<file path="src/rtl/float_norm_pkg.sv">
package float_norm_pkg;

    // ************************************************************
    // Word layout, bit index 35 is the sign
    // ************************************************************
    localparam int WORD_W = 36;
    localparam int CNT_W = 9;
    localparam int DLY_W = 4;
    localparam int ACC_SIGN = 35;
    localparam int ACC_FRAC_MSB = 26;
    localparam int QUO_SIGN = 35;
    localparam int QUO_ZERO_BIT = 34;
    localparam int EXP_HI = 34;
    localparam int EXP_LO = 27;
    localparam int CNT_SIGN = 8;

    // ************************************************************
    // Reset values
    // ************************************************************
    localparam logic [WORD_W-1:0] WORD_RESET = 36'h0_0000_0000;
    localparam logic [CNT_W-1:0] CNT_RESET = 9'h000;
    localparam logic [DLY_W-1:0] DLY_RESET = 4'h0;

    // ************************************************************
    // Timing: settle delays are least times and round up
    // ************************************************************
    localparam int CLK_PERIOD_PS = 4000;
    localparam int SETTLE_TIME_NS = 20;
    localparam int LOOP_DELAY_NS = 4;
    localparam int SETTLE_CYC_RAW = (SETTLE_TIME_NS * 1000 + CLK_PERIOD_PS - 1) / CLK_PERIOD_PS;
    localparam int LOOP_CYC_RAW = (LOOP_DELAY_NS * 1000 + CLK_PERIOD_PS - 1) / CLK_PERIOD_PS;
    localparam logic [DLY_W-1:0] SETTLE_CYCLES = DLY_W'((SETTLE_CYC_RAW < 1) ? 1 : SETTLE_CYC_RAW);
    localparam logic [DLY_W-1:0] LOOP_CYCLES = DLY_W'((LOOP_CYC_RAW < 1) ? 1 : LOOP_CYC_RAW);

    // ************************************************************
    // Sequencer steps
    // ************************************************************
    typedef enum logic [11:0] {
        ST_IDLE       = 12'h001,
        ST_SETUP      = 12'h002,
        ST_RSHIFT     = 12'h004,
        ST_ZERO_TEST  = 12'h008,
        ST_NEGATE_EXP = 12'h010,
        ST_LOOP       = 12'h020,
        ST_LOOP_WAIT  = 12'h040,
        ST_EXP_CHECK  = 12'h080,
        ST_ROUND      = 12'h100,
        ST_FINAL      = 12'h200,
        ST_SETTLE_MUL = 12'h400,
        ST_SETTLE_DIV = 12'h800
    } norm_state_t;

endpackage : float_norm_pkg

</file>
<file path="src/rtl/norm_detect.sv">
`timescale 1ns/1ps
module norm_detect
    import float_norm_pkg::*;
(
    input wire logic [float_norm_pkg::WORD_W-1:0] acc_in, // Accumulator
    input wire logic [float_norm_pkg::WORD_W-1:0] quo_in, // Quotient register
    output logic normalized_out, // Fraction is normalized
    output logic zero_out // Result is zero
);
    wire msb_differs;
    wire half_mag;
    assign msb_differs = acc_in[ACC_FRAC_MSB] != acc_in[ACC_SIGN];
    // Both +1/2 and -1/2 show a lone one at the fraction head
    assign half_mag = acc_in[ACC_FRAC_MSB] && (acc_in[ACC_FRAC_MSB-1:0] == '0);
    assign normalized_out = msb_differs || half_mag;
    // The lower rounding bit of a quotient never takes part
    assign zero_out = (acc_in == '0) && !quo_in[QUO_ZERO_BIT];
endmodule : norm_detect

</file>
<file path="src/rtl/float_normalize_sequencer.sv">
`timescale 1ns/1ps
// How it works
// - Normalized when fraction head differs from sign, or magnitude is exactly one half.
// - Add enters at setup; every fraction instruction finishes through this normalizer.
// - Setup step sets shift enable, linking accumulator and quotient into one shifter.
// - Next step increments the positive exponent and right shifts the register pair.
// - Zero when accumulator is zero and quotient bit one is zero; then skip to final.
// - Nonzero result complements the step counter, then enters the normalizing loop unless already normalized.
// - Zero test for divide still looks only at quotient bit one.
// - While not normalized, each loop step increments exponent and left shifts the pair.
// - Loop retriggers itself through a delay until normalized, then checks exponent.
// - Positive step counter at exponent check sets the overflow flag.
// - Positive result at exponent check complements the step counter.
module float_normalize_sequencer
    import float_norm_pkg::*;
(
    input wire logic ref_clk_in, // Clock
    input wire logic rst_in, // Synchronous reset
    input wire logic load_in, // Load operand registers while idle
    input wire logic [float_norm_pkg::WORD_W-1:0] acc_load_in, // Accumulator load value
    input wire logic [float_norm_pkg::WORD_W-1:0] quo_load_in, // Quotient load value
    input wire logic [float_norm_pkg::CNT_W-1:0] cnt_load_in, // Step counter load value
    input wire logic [float_norm_pkg::CNT_W-1:0] exponent_in, // Exponent register contents
    input wire logic fadd_last_step_in, // Add finished
    input wire logic fmul_last_step_in, // Multiply finished
    input wire logic fdiv_return_step_in, // Divide subroutine returned
    input wire logic fdiv_extra_shift_step_in, // Divide extra shift step
    input wire logic clear_overflow_in, // Clear overflow flag
    output logic [float_norm_pkg::WORD_W-1:0] accumulator_out, // Accumulator
    output logic [float_norm_pkg::WORD_W-1:0] quotient_out, // Quotient register
    output logic [float_norm_pkg::CNT_W-1:0] step_counter_out, // Step counter
    output logic shift_enable_out, // Shift enable flag
    output logic overflow_out, // Arithmetic overflow flag
    output logic busy_out, // Normalizer running
    output logic done_out // Final step pulse
);

    // ************************************************************
    // Registers and decode
    // ************************************************************
    norm_state_t state;
    norm_state_t next_state;
    logic [WORD_W-1:0] accumulator_reg;
    logic [WORD_W-1:0] quotient_reg;
    logic [CNT_W-1:0] step_counter;
    logic shift_enable_flag;
    logic zero_seen;
    logic [DLY_W-1:0] delay_count;
    wire normalized;
    wire zero_result;
    wire link_right;
    wire link_left;
    wire [WORD_W-1:0] shr_acc;
    wire [WORD_W-1:0] shr_quo;
    wire [WORD_W-1:0] shl_acc;
    wire [WORD_W-1:0] shl_quo;
    wire [CNT_W-1:0] cnt_inc;
    wire [CNT_W-1:0] cnt_not;
    wire cnt_positive;
    wire idle;
    wire delay_done;
    wire set_overflow;

    norm_detect u_detect (
        .acc_in(accumulator_reg),
        .quo_in(quotient_reg),
        .normalized_out(normalized),
        .zero_out(zero_result)
    );

    // The flag joins the two registers at their facing ends; without it the
    // ends take zeros so a stray shift cannot leak bits between them.
    assign link_right = shift_enable_flag ? accumulator_reg[0] : 1'b0;
    assign link_left = shift_enable_flag ? quotient_reg[QUO_ZERO_BIT] : 1'b0;
    assign shr_acc = {accumulator_reg[ACC_SIGN], accumulator_reg[WORD_W-1:1]};
    assign shr_quo = {quotient_reg[QUO_SIGN], link_right, quotient_reg[QUO_ZERO_BIT:1]};
    assign shl_acc = {accumulator_reg[ACC_SIGN], accumulator_reg[WORD_W-3:0], link_left};
    assign shl_quo = {quotient_reg[QUO_SIGN], quotient_reg[WORD_W-3:0], 1'b0};
    assign cnt_inc = step_counter + 9'h001;
    assign cnt_not = ~step_counter;
    assign cnt_positive = !step_counter[CNT_SIGN];
    assign idle = state == ST_IDLE;
    assign delay_done = delay_count == DLY_RESET;
    assign set_overflow = (state == ST_EXP_CHECK) && cnt_positive;

    // ************************************************************
    // Step sequencing
    // ************************************************************
    always_comb
    begin
        next_state = state;
        unique case (state)
            ST_IDLE:
            begin
                if (fadd_last_step_in)
                    next_state = ST_SETUP;
                else if (fmul_last_step_in)
                    next_state = ST_SETTLE_MUL;
                else if (fdiv_extra_shift_step_in)
                    next_state = ST_SETTLE_DIV;
            end
            ST_SETUP: next_state = ST_RSHIFT;
            ST_RSHIFT: next_state = ST_ZERO_TEST;
            ST_ZERO_TEST: next_state = zero_result ? ST_FINAL : ST_NEGATE_EXP;
            ST_NEGATE_EXP: next_state = normalized ? ST_EXP_CHECK : ST_LOOP;
            ST_LOOP: next_state = ST_LOOP_WAIT;
            ST_LOOP_WAIT:
            begin
                if (delay_done)
                    next_state = normalized ? ST_EXP_CHECK : ST_LOOP;
            end
            ST_EXP_CHECK: next_state = ST_ROUND;
            ST_ROUND: next_state = ST_FINAL;
            ST_FINAL: next_state = ST_IDLE;
            ST_SETTLE_MUL: next_state = delay_done ? ST_ZERO_TEST : ST_SETTLE_MUL;
            ST_SETTLE_DIV: next_state = delay_done ? ST_SETUP : ST_SETTLE_DIV;
        endcase
    end

    always_ff @(posedge ref_clk_in)
    begin
        if (rst_in)
            state <= ST_IDLE;
        else
            state <= next_state;
    end

    // Settle and loop delays share one down counter, loaded on entry
    always_ff @(posedge ref_clk_in)
    begin
        if (rst_in)
            delay_count <= DLY_RESET;
        else if (next_state == ST_LOOP_WAIT && state != ST_LOOP_WAIT)
            delay_count <= LOOP_CYCLES - 4'h1;
        else if ((next_state == ST_SETTLE_MUL || next_state == ST_SETTLE_DIV) && idle)
            delay_count <= SETTLE_CYCLES - 4'h1;
        else if (!delay_done)
            delay_count <= delay_count - 4'h1;
    end

    // ************************************************************
    // Datapath
    // ************************************************************
    always_ff @(posedge ref_clk_in)
    begin
        if (rst_in)
        begin
            accumulator_reg <= WORD_RESET;
            quotient_reg <= WORD_RESET;
            step_counter <= CNT_RESET;
        end
        else
        begin
            unique case (state)
                ST_IDLE:
                begin
                    if (load_in)
                    begin
                        accumulator_reg <= acc_load_in;
                        quotient_reg <= quo_load_in;
                        step_counter <= cnt_load_in;
                    end
                    else if (fdiv_return_step_in)
                        step_counter <= exponent_in;
                    else if (fdiv_extra_shift_step_in)
                    begin
                        accumulator_reg <= shr_acc;
                        quotient_reg <= shr_quo;
                    end
                end
                ST_RSHIFT:
                begin
                    step_counter <= cnt_inc;
                    accumulator_reg <= shr_acc;
                    quotient_reg <= shr_quo;
                end
                ST_NEGATE_EXP: step_counter <= cnt_not;
                ST_LOOP:
                begin
                    step_counter <= cnt_inc;
                    accumulator_reg <= shl_acc;
                    quotient_reg <= shl_quo;
                end
                ST_EXP_CHECK:
                begin
                    if (!accumulator_reg[ACC_SIGN])
                        step_counter <= cnt_not;
                end
                ST_FINAL:
                begin
                    // A zero result keeps its cleared exponent field
                    if (!zero_seen)
                        accumulator_reg[EXP_HI:EXP_LO] <= step_counter[EXP_HI-EXP_LO:0];
                end
                default:
                begin
                end
            endcase
        end
    end

    always_ff @(posedge ref_clk_in)
    begin
        if (rst_in)
            shift_enable_flag <= 1'b0;
        else if (state == ST_SETUP || (idle && (fmul_last_step_in || fdiv_return_step_in)))
            shift_enable_flag <= 1'b1;
        else if (state == ST_FINAL)
            shift_enable_flag <= 1'b0;
    end

    always_ff @(posedge ref_clk_in)
    begin
        if (rst_in)
            zero_seen <= 1'b0;
        else if (state == ST_ZERO_TEST)
            zero_seen <= zero_result;
    end

    // Setting wins over a clear in the same cycle
    always_ff @(posedge ref_clk_in)
    begin
        if (rst_in)
            overflow_out <= 1'b0;
        else if (set_overflow)
            overflow_out <= 1'b1;
        else if (clear_overflow_in)
            overflow_out <= 1'b0;
    end

    always_ff @(posedge ref_clk_in)
    begin
        if (rst_in)
        begin
            busy_out <= 1'b0;
            done_out <= 1'b0;
        end
        else
        begin
            busy_out <= next_state != ST_IDLE;
            done_out <= next_state == ST_FINAL;
        end
    end

    assign accumulator_out = accumulator_reg;
    assign quotient_out = quotient_reg;
    assign step_counter_out = step_counter;
    assign shift_enable_out = shift_enable_flag;

    // ************************************************************
    // Checks
    // ************************************************************
    localparam int A_SETTLE_MAX = 16;
endmodule : float_normalize_sequencer

</file>
<file path="config.mk">
export PLATFORM = sky130hd
export DESIGN_NAME = float_normalize_sequencer
export DESIGN_NICKNAME = d
export VERILOG_FILES = /design/src/rtl/float_norm_pkg.sv /design/src/rtl/norm_detect.sv /design/src/rtl/float_normalize_sequencer.sv
export SDC_FILE = /design/constraint.sdc
export NUM_CORES = 1
export LEC_CHECK = 0
export ABC_AREA = 1
export BUFFER_PORTS_ARGS = -buffer_cell sky130_fd_sc_hd__buf_2
export CAP_MARGIN = 20
export CORE_MARGIN = 4
export CORE_UTILIZATION = 53
export CTS_CLUSTER_DIAMETER = 40
export DETAILED_ROUTE_END_ITERATION = 10
export PLACE_DENSITY = 0.91
export SLEW_MARGIN = 10
export SYNTH_ARGS = -nofsm -noshare
export SYNTH_HDL_FRONTEND = slang
export SYNTH_SLANG_ARGS = --single-unit
</file>
<file path="constraint.sdc">
create_clock -name ref_clk_in -period 2.7 [get_ports ref_clk_in]
set_clock_uncertainty 0.2 [all_clocks]
set_input_delay 0.405 -clock ref_clk_in [delete_from_list [all_inputs] [get_ports ref_clk_in]]
set_output_delay 0.405 -clock ref_clk_in [all_outputs]
set_load 0.02 [all_outputs]
</file>
**Word-level counts from Yosys, hierarchy flattened**

Cells that the tools add are included.
Widths: inputs -> output; s select.

- Muxes and demuxes: 31
- Add/subtract/negate cells: 2
- Bitwise logic cells: 3
- Reductions and logical operators: 28
- Equal/unequal tests: 25

Operator list:

| cell | number |
|---|---|
| $pmux 12 s12 | 1 |
| $mux 35 | 4 |
| $pmux 36 s3 | 1 |
| $pmux 27 s3 | 1 |
| $mux 36 | 2 |
| $mux 12 | 5 |
| $logic_not 36->1 | 1 |
| $pmux 9 s4 | 1 |
| $pmux 8 s4 | 1 |
| $mux 9 | 3 |
| $logic_not 26->1 | 1 |
| $eq 12x10->1 const B | 2 |
| $eq 12x11->1 const B | 2 |
| $eq 12x12->1 const B | 2 |
| $eq 12x7->1 const B | 2 |
| $mux 8 | 2 |
| $eq 12x1->1 const B | 1 |
| $eq 12x2->1 const B | 1 |
| $eq 12x3->1 const B | 1 |
| $eq 12x4->1 const B | 1 |
| $eq 12x5->1 const B | 1 |
| $eq 12x6->1 const B | 1 |
| $eq 12x8->1 const B | 1 |
| $eq 12x9->1 const B | 1 |
| 26 further kinds | 50 |

- Logic and storage cells: 103
- Bits of input ports: 98
- Register bits: 102
- Output and inout port bits: 85

**Depth between registers and ports, before layout**

Gate-level depths: netlist of run 1.

- Depth after elaboration: 10
- Gate-level depth with buffers: 14
- Mapped depth without buffers: 14

**By module**

From an unflattened synthesis of run 1, not the netlist that was laid out.

- Cells, all modules: 1068
- Area total of the unflattened synthesis: 6754.0 µm²

By module, submodules not included:

| module | instances | cells an instance | area an instance (µm²) |
|---|---|---|---|
| float_normalize_sequencer | 1 | 1019 | 6551.3 |
| norm_detect | 1 | 49 | 202.7 |

**Least setup slack after synthesis of run 1**

Ideal clock, no wire load.

- Path kind: input to register
- Start point: input load_in
- End point: register accumulator_reg[35], in the netlist accumulator_out[35]
- Path slack: 0.683 ns
- Arrival time: 1.697 ns
- Required time: 2.380 ns
- Buffers on the path: 4
- Stages on the path: 7
- Cells stage by stage: buf_2 clkbuf_1 clkbuf_1 clkbuf_1 nand2_1 o21ai_0 a21oi_1

- Longest elaborated chain between the ends: 1

RTL lines:

| element | line | text |
|---|---|---|
| start: declaration | float_normalize_sequencer.sv:19 | `input wire logic load_in,` |
| $reduce_and 2->1 (no source line) | -- |  |
| end signal: assignment | float_normalize_sequencer.sv:159 | `accumulator_reg <= acc_load_in;` |
| end signal: assignment | float_normalize_sequencer.sv:167 | `accumulator_reg <= shr_acc;` |
| end signal: assignment | float_normalize_sequencer.sv:174 | `accumulator_reg <= shr_acc;` |
| end: declaration | float_normalize_sequencer.sv:43 | `logic [WORD_W-1:0] accumulator_reg;` |

Every way passes these cells.
A chain may end at the register's enable or synchronous reset.

**Worst setup path after layout of run 1**

- Start point: register state[1]
- End point: register busy_out

- Longest elaborated chain between the ends: 5
- Elaborated cells between the ends (all ways): 18

RTL lines:

| element | line | text |
|---|---|---|
| start: declaration | float_normalize_sequencer.sv:41 | `norm_state_t state;` |
| start signal: assignment | float_normalize_sequencer.sv:125 | `state <= next_state;` |
| $mux 12 | float_normalize_sequencer.sv:99 | `else if (fdiv_extra_shift_step_in)` |
| $mux 12 | float_normalize_sequencer.sv:97 | `else if (fmul_last_step_in)` |
| $mux 12 | float_normalize_sequencer.sv:95 | `if (fadd_last_step_in)` |
| $pmux 12 s12 * | float_normalize_sequencer.sv:92 | `unique case (state)` |
| $ne 12x1->1 * | float_normalize_sequencer.sv:240 | `busy_out <= next_state != ST_IDLE;` |
| end signal: assignment | float_normalize_sequencer.sv:235 | `busy_out <= 1'b0;` |
| end signal: assignment | float_normalize_sequencer.sv:240 |  |
| end: declaration | float_normalize_sequencer.sv:34 | `output logic busy_out,` |

Mark *: on every way between the ends. The rest lies on a longest branch, timed or not.

==> impl_metrics.csv, run 1 <==
group,metric,value,unit
status,status,"completed",
place,placed_cells,1309,
clocking,cts_made_buffers,9,
timing,rsz0062_at_grt,"false",
synthesis,syn_inst,1035,
route,route.vias.total,7743,
grt,grt_max_degree,95,
final_layout,fin_nets,1273,
route,wl_per_cell,15.5,µm
place,port-buffer-count,182,
route,drc_errors,0,
place,post-dp-hpwl,14400,µm
synthesis,ys.flop_type,"dfxtp_1",
clocking,clk_pin_slew,70,ps
timing,fin_crit_sh,0.947,
timing,hold_violations,0,
final_layout,final_util,0.643,
clocking,cts_tree,"yes",
route,first_iter_violations,1041,
synthesis,synthArstFlopShare,0,
synthesis,syn_nets,1135,
final_layout,areaGrowthSynthToFinish,19.0,%
synthesis,synth-edff-count,0,
die,die_w,118,µm
power,peakVddDrop,0.000297,V
final_layout,diodes,0,
die,die_h,118,µm
final_layout,nFillCells,1099,
clocking,clock_path_buffers,2,
setup_path,cp_max_fo,66,
setup_path,arrival,2580,ps
min_path,hold_class,"in -> reg",
clocking,cts_root_buffer,"clkbuf_16",
timing,slew_headroom,0.522,
clocking,cts_setup_buffers,0,
timing,holdWs,119,ps
synthesis,synthTopCellsByArea,"dfxtp_1 (32%), a21oi_1 (12%), o21ai_0 (11%)",
setup_path,crit_chain,"inv_1, nand2_1, nor2_1, nand2_2, buf_4, o21ai_0, o21bai_1, nor2_1, nand3_1, nor2_1, nor2_1",
grt,grt_pass1_vias,6931,
die,dieArea,14000,µm²
setup_path,cp.buffers_inverters,2,
die,initial_core_util,0.541,
final_layout,final_common_cell,"nand2_1",
job,max_cap_viol_count,0,
place,dpl_cell_area,7390,µm²
route,via_per_inst,5.84,
setup_path,slowest_stage,"buf_4",
grt,antenna_found_initial,1,
synthesis,netlist_area,6470,µm²
timing,tightest_slew,717,ps
synthesis,synth_seq_cells,102,
setup_path,r2r_slack,140,ps
power,p_per_area,610,nW/µm²
synthesis,synth_area_per_cell,6.25,µm²
clocking,insertion_delay,350,ps
final_layout,final_cells,1325,
synthesis,synth-seq-area-share,0.316,
die,ios,183,
synthesis,synth_top_cell_by_area,"dfxtp_1",
final_layout,drive_gt1_frac,0.203,
route,dr.pass1.iters,5,
route,routed_wl,20600,µm
timing,drv_slew,0,
route,detail-route-antenna-nets,0,
setup_path,crit_path_max_incr_delay,550,ps
timing,post-route-min-period,2560,ps
setup_path,worst_path_dominant_cell_family,"simple AND/OR/NAND/NOR gates",
clocking,cts_hold_buffers,0,
setup_path,cp_common_cell,"nor2_1",
setup_path,startpoint_type,"flop",
grt,grt_pass1_wl,33100,µm
setup_path,setup.worst_path.class,"reg -> reg",
setup_path,required,2720,ps
clocking,htreeDepth,3,
synthesis,post_synth_num_cell_types,41,
place,gp_congestion,0.934,
clocking,cts_num_sinks,102,
timing,finalSetupViolations,0,
synthesis,yosysTopAreaCellShare,0.316,
grt,grt_overflow_total,0,
setup_path,crit_path_end_kind,"flop",
timing,setup_tns,0,ps
final_layout,stdcell_area,7700,µm²
die,std_cell_rows,40,
power,leakagePower,3.40,nW
clocking,cts_resized,0,
synthesis,yosysWarnings,0,
final_layout,final_cell_mix,"nand2_1 (184), buf_2 (181), a21oi_1 (153)",
grt,grt_usage,0.280,
timing,fmax,391,MHz
die,fp.coreArea,12000,µm²
-- worst reg2reg max path: stages, from the launching register on --
cell and delay, ps:
dfxtp_1 390, inv_1 80, nand2_1 80, nor2_1 90
nand2_2 110, buf_4 550, o21ai_0 280, o21bai_1 230
nor2_1 180, nand3_1 90, nor2_1 100, nor2_1 40
-- cell usage after synthesis, types with 5 or more instances --
cell and number:
a21oi_1 153, a31oi_1 7, buf_2 8, clkbuf_1 49, dfxtp_1 102, inv_1 113, inv_2 8, nand2_1 185
nand3_1 17, nand4_1 9, nor2_1 84, nor2_2 5, nor4_1 7, o211ai_1 5, o21ai_0 145, o21ai_1 16
o22ai_1 66
-- worst paths after layout --
path / from / end / cells past startpoint
setup reg to reg: state[1] / busy_out / 11
hold reg to reg: quotient_out[35] / quotient_out[35] / 2
hold / removal: clear_overflow_in / overflow_out / 4
setup / recovery: state[1] / busy_out / 11
-- layer usage --
layer / part of all wire / GRT usage / vias up
met2: 0.46 / 0.446 / 412
met1: 0.43 / 0.382 / 3484
met5: 0.00044 / 0 / -
met4: 0.029 / 0.114 / 2
li1: - / - / 3796
met3: 0.084 / 0.0407 / 49
-- report_power, final --
| part | internal (W) | total [W] | leakage (nW) | switching (W) |
|---|---|---|---|---|
| Sequential | 0.00170 | 0.00189 | 0.840 | 0.000190 |
| Clock | 0.000769 | 0.00135 | 0.146 | 0.000579 |
| Combinational | 0.000489 | 0.00145 | 2.41 | 0.000961 |
-- cell type report --
type / instances / area [µm²] / area share
Sequential cell: 102 / 2040 / 0.265
Clock inverter: 3 / 42.5 / 0.00553
Inverter: 122 / 458 / 0.0595
Tap cell: 147 / 184 / 0.0239
Timing Repair Buffer: 192 / 1020 / 0.132
Clock buffer: 13 / 260 / 0.0338
Multi-Input combinational cell: 746 / 3690 / 0.480
-- cells by family (layout without fill, tap and decap cells) --
group | Yosys count | count (layout) | synth area share
AO/OA/AOI/OAI | 407 | 407 | 0.338
XOR/XNOR | 4 | 4 | 0.00542
adder cells (fa/ha/maj) | 2 | 2 | 0.00387
buffers and inverters | 187 | 330 | 0.114
flip-flops | 102 | 102 | 0.316
AND/OR/NAND/NOR | 333 | 333 | 0.223
-- metrics by stage --
| step | power [W] | setup slack [ps] |
|---|---|---|
| after floorplan | 0.00289 | 683 |
| after global placement | 0.00331 | 289 |
| after detailed placement | 0.00335 | 249 |
| after CTS | 0.00469 | 226 |
| after global routing | 0.00494 | 13.9 |
| final | 0.00469 | 144 |
-- sequential cells by signal, summed over array words and instances, names as in the netlist --
signal            count
quotient_out         36
delay_count           4
done_out              1
shift_enable_out      1
busy_out              1
step_counter_out      9
state                12
zero_seen             1
accumulator_out      36
overflow_out          1
Note: power is estimated with default switching activity, not from simulation.
==> run 2: changes to the inputs <==
CORE_UTILIZATION = 39   (was 53)
PLACE_DENSITY = 0.73   (was 0.91)
==> impl_metrics.csv, run 2 (synthesized netlist as in run 1, its figures left out) <==
group,metric,value,unit
grt,grt_pass1_vias,6858,
die,std_cell_rows,46,
timing,fmax,410,MHz
route,routed_wl,21500,µm
power,leakagePower,3.40,nW
setup_path,cp.buffers_inverters,2,
setup_path,cp-startpoint,"state[1]",
setup_path,required,2740,ps
route,wl_per_cell,15.4,µm
setup_path,crit_path_end_kind,"flop",
power,p_per_area,606,nW/µm²
min_path,hold_class,"in -> reg",
final_layout,nFillCells,1661,
place,dpl_cell_area,7470,µm²
final_layout,final_cell_mix,"nand2_1 (184), buf_2 (181), a21oi_1 (153)",
place,gp_congestion,0.919,
grt,grt_pass1_wl,34300,µm
clocking,cts_tree,"yes",
place,port-buffer-count,182,
setup_path,slowest_stage,"buf_4",
route,route.vias.total,7581,
die,die_w,137,µm
setup_path,setup.worst_path.class,"reg -> reg",
grt,antenna_found_initial,2,
final_layout,stdcell_area,7790,µm²
clocking,cts_num_sinks,102,
clocking,insertion_delay,370,ps
route,first_iter_violations,767,
final_layout,fin_nets,1274,
timing,tightest_slew,1010,ps
final_layout,final_cells,1396,
die,dieArea,18700,µm²
clocking,cts_root_buffer,"clkbuf_16",
clocking,cts_setup_buffers,0,
route,via_per_inst,5.43,
final_layout,seqCellArea,2040,µm²
min_path,hold_depth,4,
min_path,worstHoldEndpoint,"overflow_out",
die,ios,183,
grt,met3_usage,0.0574,
grt,grt_overflow_total,0,
timing,slew_headroom,0.329,
place,placed_cells,1379,
setup_path,r2r_slack,260,ps
timing,drv_slew,0,
die,die_h,137,µm
final_layout,areaGrowthSynthToFinish,20.5,%
final_layout,final_common_cell,"nand2_1",
timing,finalSetupViolations,0,
setup_path,worst_path_dominant_cell_family,"simple AND/OR/NAND/NOR gates",
setup_path,crit_path_max_incr_delay,570,ps
timing,setup_tns,0,ps
final_layout,drive_gt1_frac,0.206,
timing,fin_crit_sh,0.904,
die,fp.coreArea,16100,µm²
route,dr.pass1.iters,5,
setup_path,cp_max_fo,66,
grt,grtUsageMet2,0.340,
die,initial_core_util,0.403,
setup_path,cp_common_cell,"nor2_1",
power,peakVddDrop,0.000314,V
clocking,cts_made_buffers,9,
setup_path,crit_chain,"inv_1, nand2_1, nor2_1, nand2_2, buf_4, o21ai_0, o21bai_1, nor2_1, nand3_1, nor2_1, nor2_1",
status,status,"completed",
timing,holdWs,103,ps
grt,grt_max_degree,133,
clocking,htreeDepth,3,
final_layout,multi_input_area,3690,µm²
route,detail-route-antenna-nets,0,
timing,rsz0062_at_grt,"false",
timing,hold_violations,0,
timing,post-route-min-period,2440,ps
min_path,hp-start,"clear_overflow_in",
grt,met1_usage,0.322,
setup_path,arrival,2480,ps
grt,top_usage_layer,"met2",
place,post-dp-hpwl,15300,µm
setup_path,startpoint_type,"flop",
grt,grt_usage,0.226,
route,drc_errors,0,
final_layout,final_util,0.485,
clocking,clock_path_buffers,2,
setup_path,worstReg2RegEnd,"busy_out",
setup_path,r2r-start,"state[1]",
job,max_cap_viol_count,0,
clocking,clk_pin_slew,70,ps
setup_path,worstRegToRegCells,11,
[run 2: changes by cell type in the layout (fill, tap and decap cells not counted)]
| cell | previous run | this run |
|---|---|---|
| buf_12 | 2 | 1 |
| buf_4 | 8 | 9 |
| buf_6 | 1 | 2 |
| clkbuf_1 | 2 | 0 |
| clkbuf_8 | 2 | 1 |
| clkinv_1 | 2 | 1 |
| clkinvlp_4 | 1 | 3 |
| diode_2 | 0 | 1 |
| inv_2 | 9 | 10 |
| inv_8 | 0 | 1 |
[run 2: what timing repair did]
action / CTS / global route
endpoints found under the setup margin: 0 / 3
hold buffers: 0 / 0
gates resized for setup: 0 / 2
[run 2: worst reg2reg max path: cells and delay by family, from the launching register on]
family / cells / cell delay (ps)
AND/OR/NAND/NOR: 7 / 670
AO/OA/AOI/OAI: 2 / 410
flip-flops: 1 / 380
buffers and inverters: 2 / 650
[run 2: per-stage QoR]
step | setup WS [ps] | power (W)
after floorplan | 683 | 0.00289
after detailed placement | 278 | 0.00336
after global placement | 352 | 0.00334
after global routing | 34.6 | 0.00502
final | 259 | 0.00472
after CTS | 269 | 0.00473
[run 2: worst max-delay path by stage]
stage | endpoint | slack (ps) | depth (start not counted)
final | busy_out | 260 | 11
after global routing | busy_out | 30 | 11
after CTS | busy_out | 270 | 11
after detailed placement | accumulator_out[0] | 280 | 12
after global placement | busy_out | 350 | 11
after floorplan | accumulator_out[35] | 680 | 7
[run 2: final cells by class]
class	instances	share of cell area
sequential	102	0.262
antenna	1	0.000321
multi-input combinational	746	0.474
timing repair buffer	193	0.130
clock inverter	6	0.00884
inverter	122	0.0588
clock buffer	10	0.0307
tap	216	0.0347
[run 2: per-layer routing]
layer / vias up / part of all wire
met2: 355 / 0.45
met3: 34 / 0.083
met5: - / 0.00060
li1: 3792 / -
met1: 3398 / 0.45
met4: 2 / 0.016
[run 2: where the power goes]
group          internal [W]  total, W  switching, W
Sequential          0.00170   0.00189      0.000190
Clock              0.000750   0.00138      0.000629
Combinational      0.000490   0.00145      0.000960
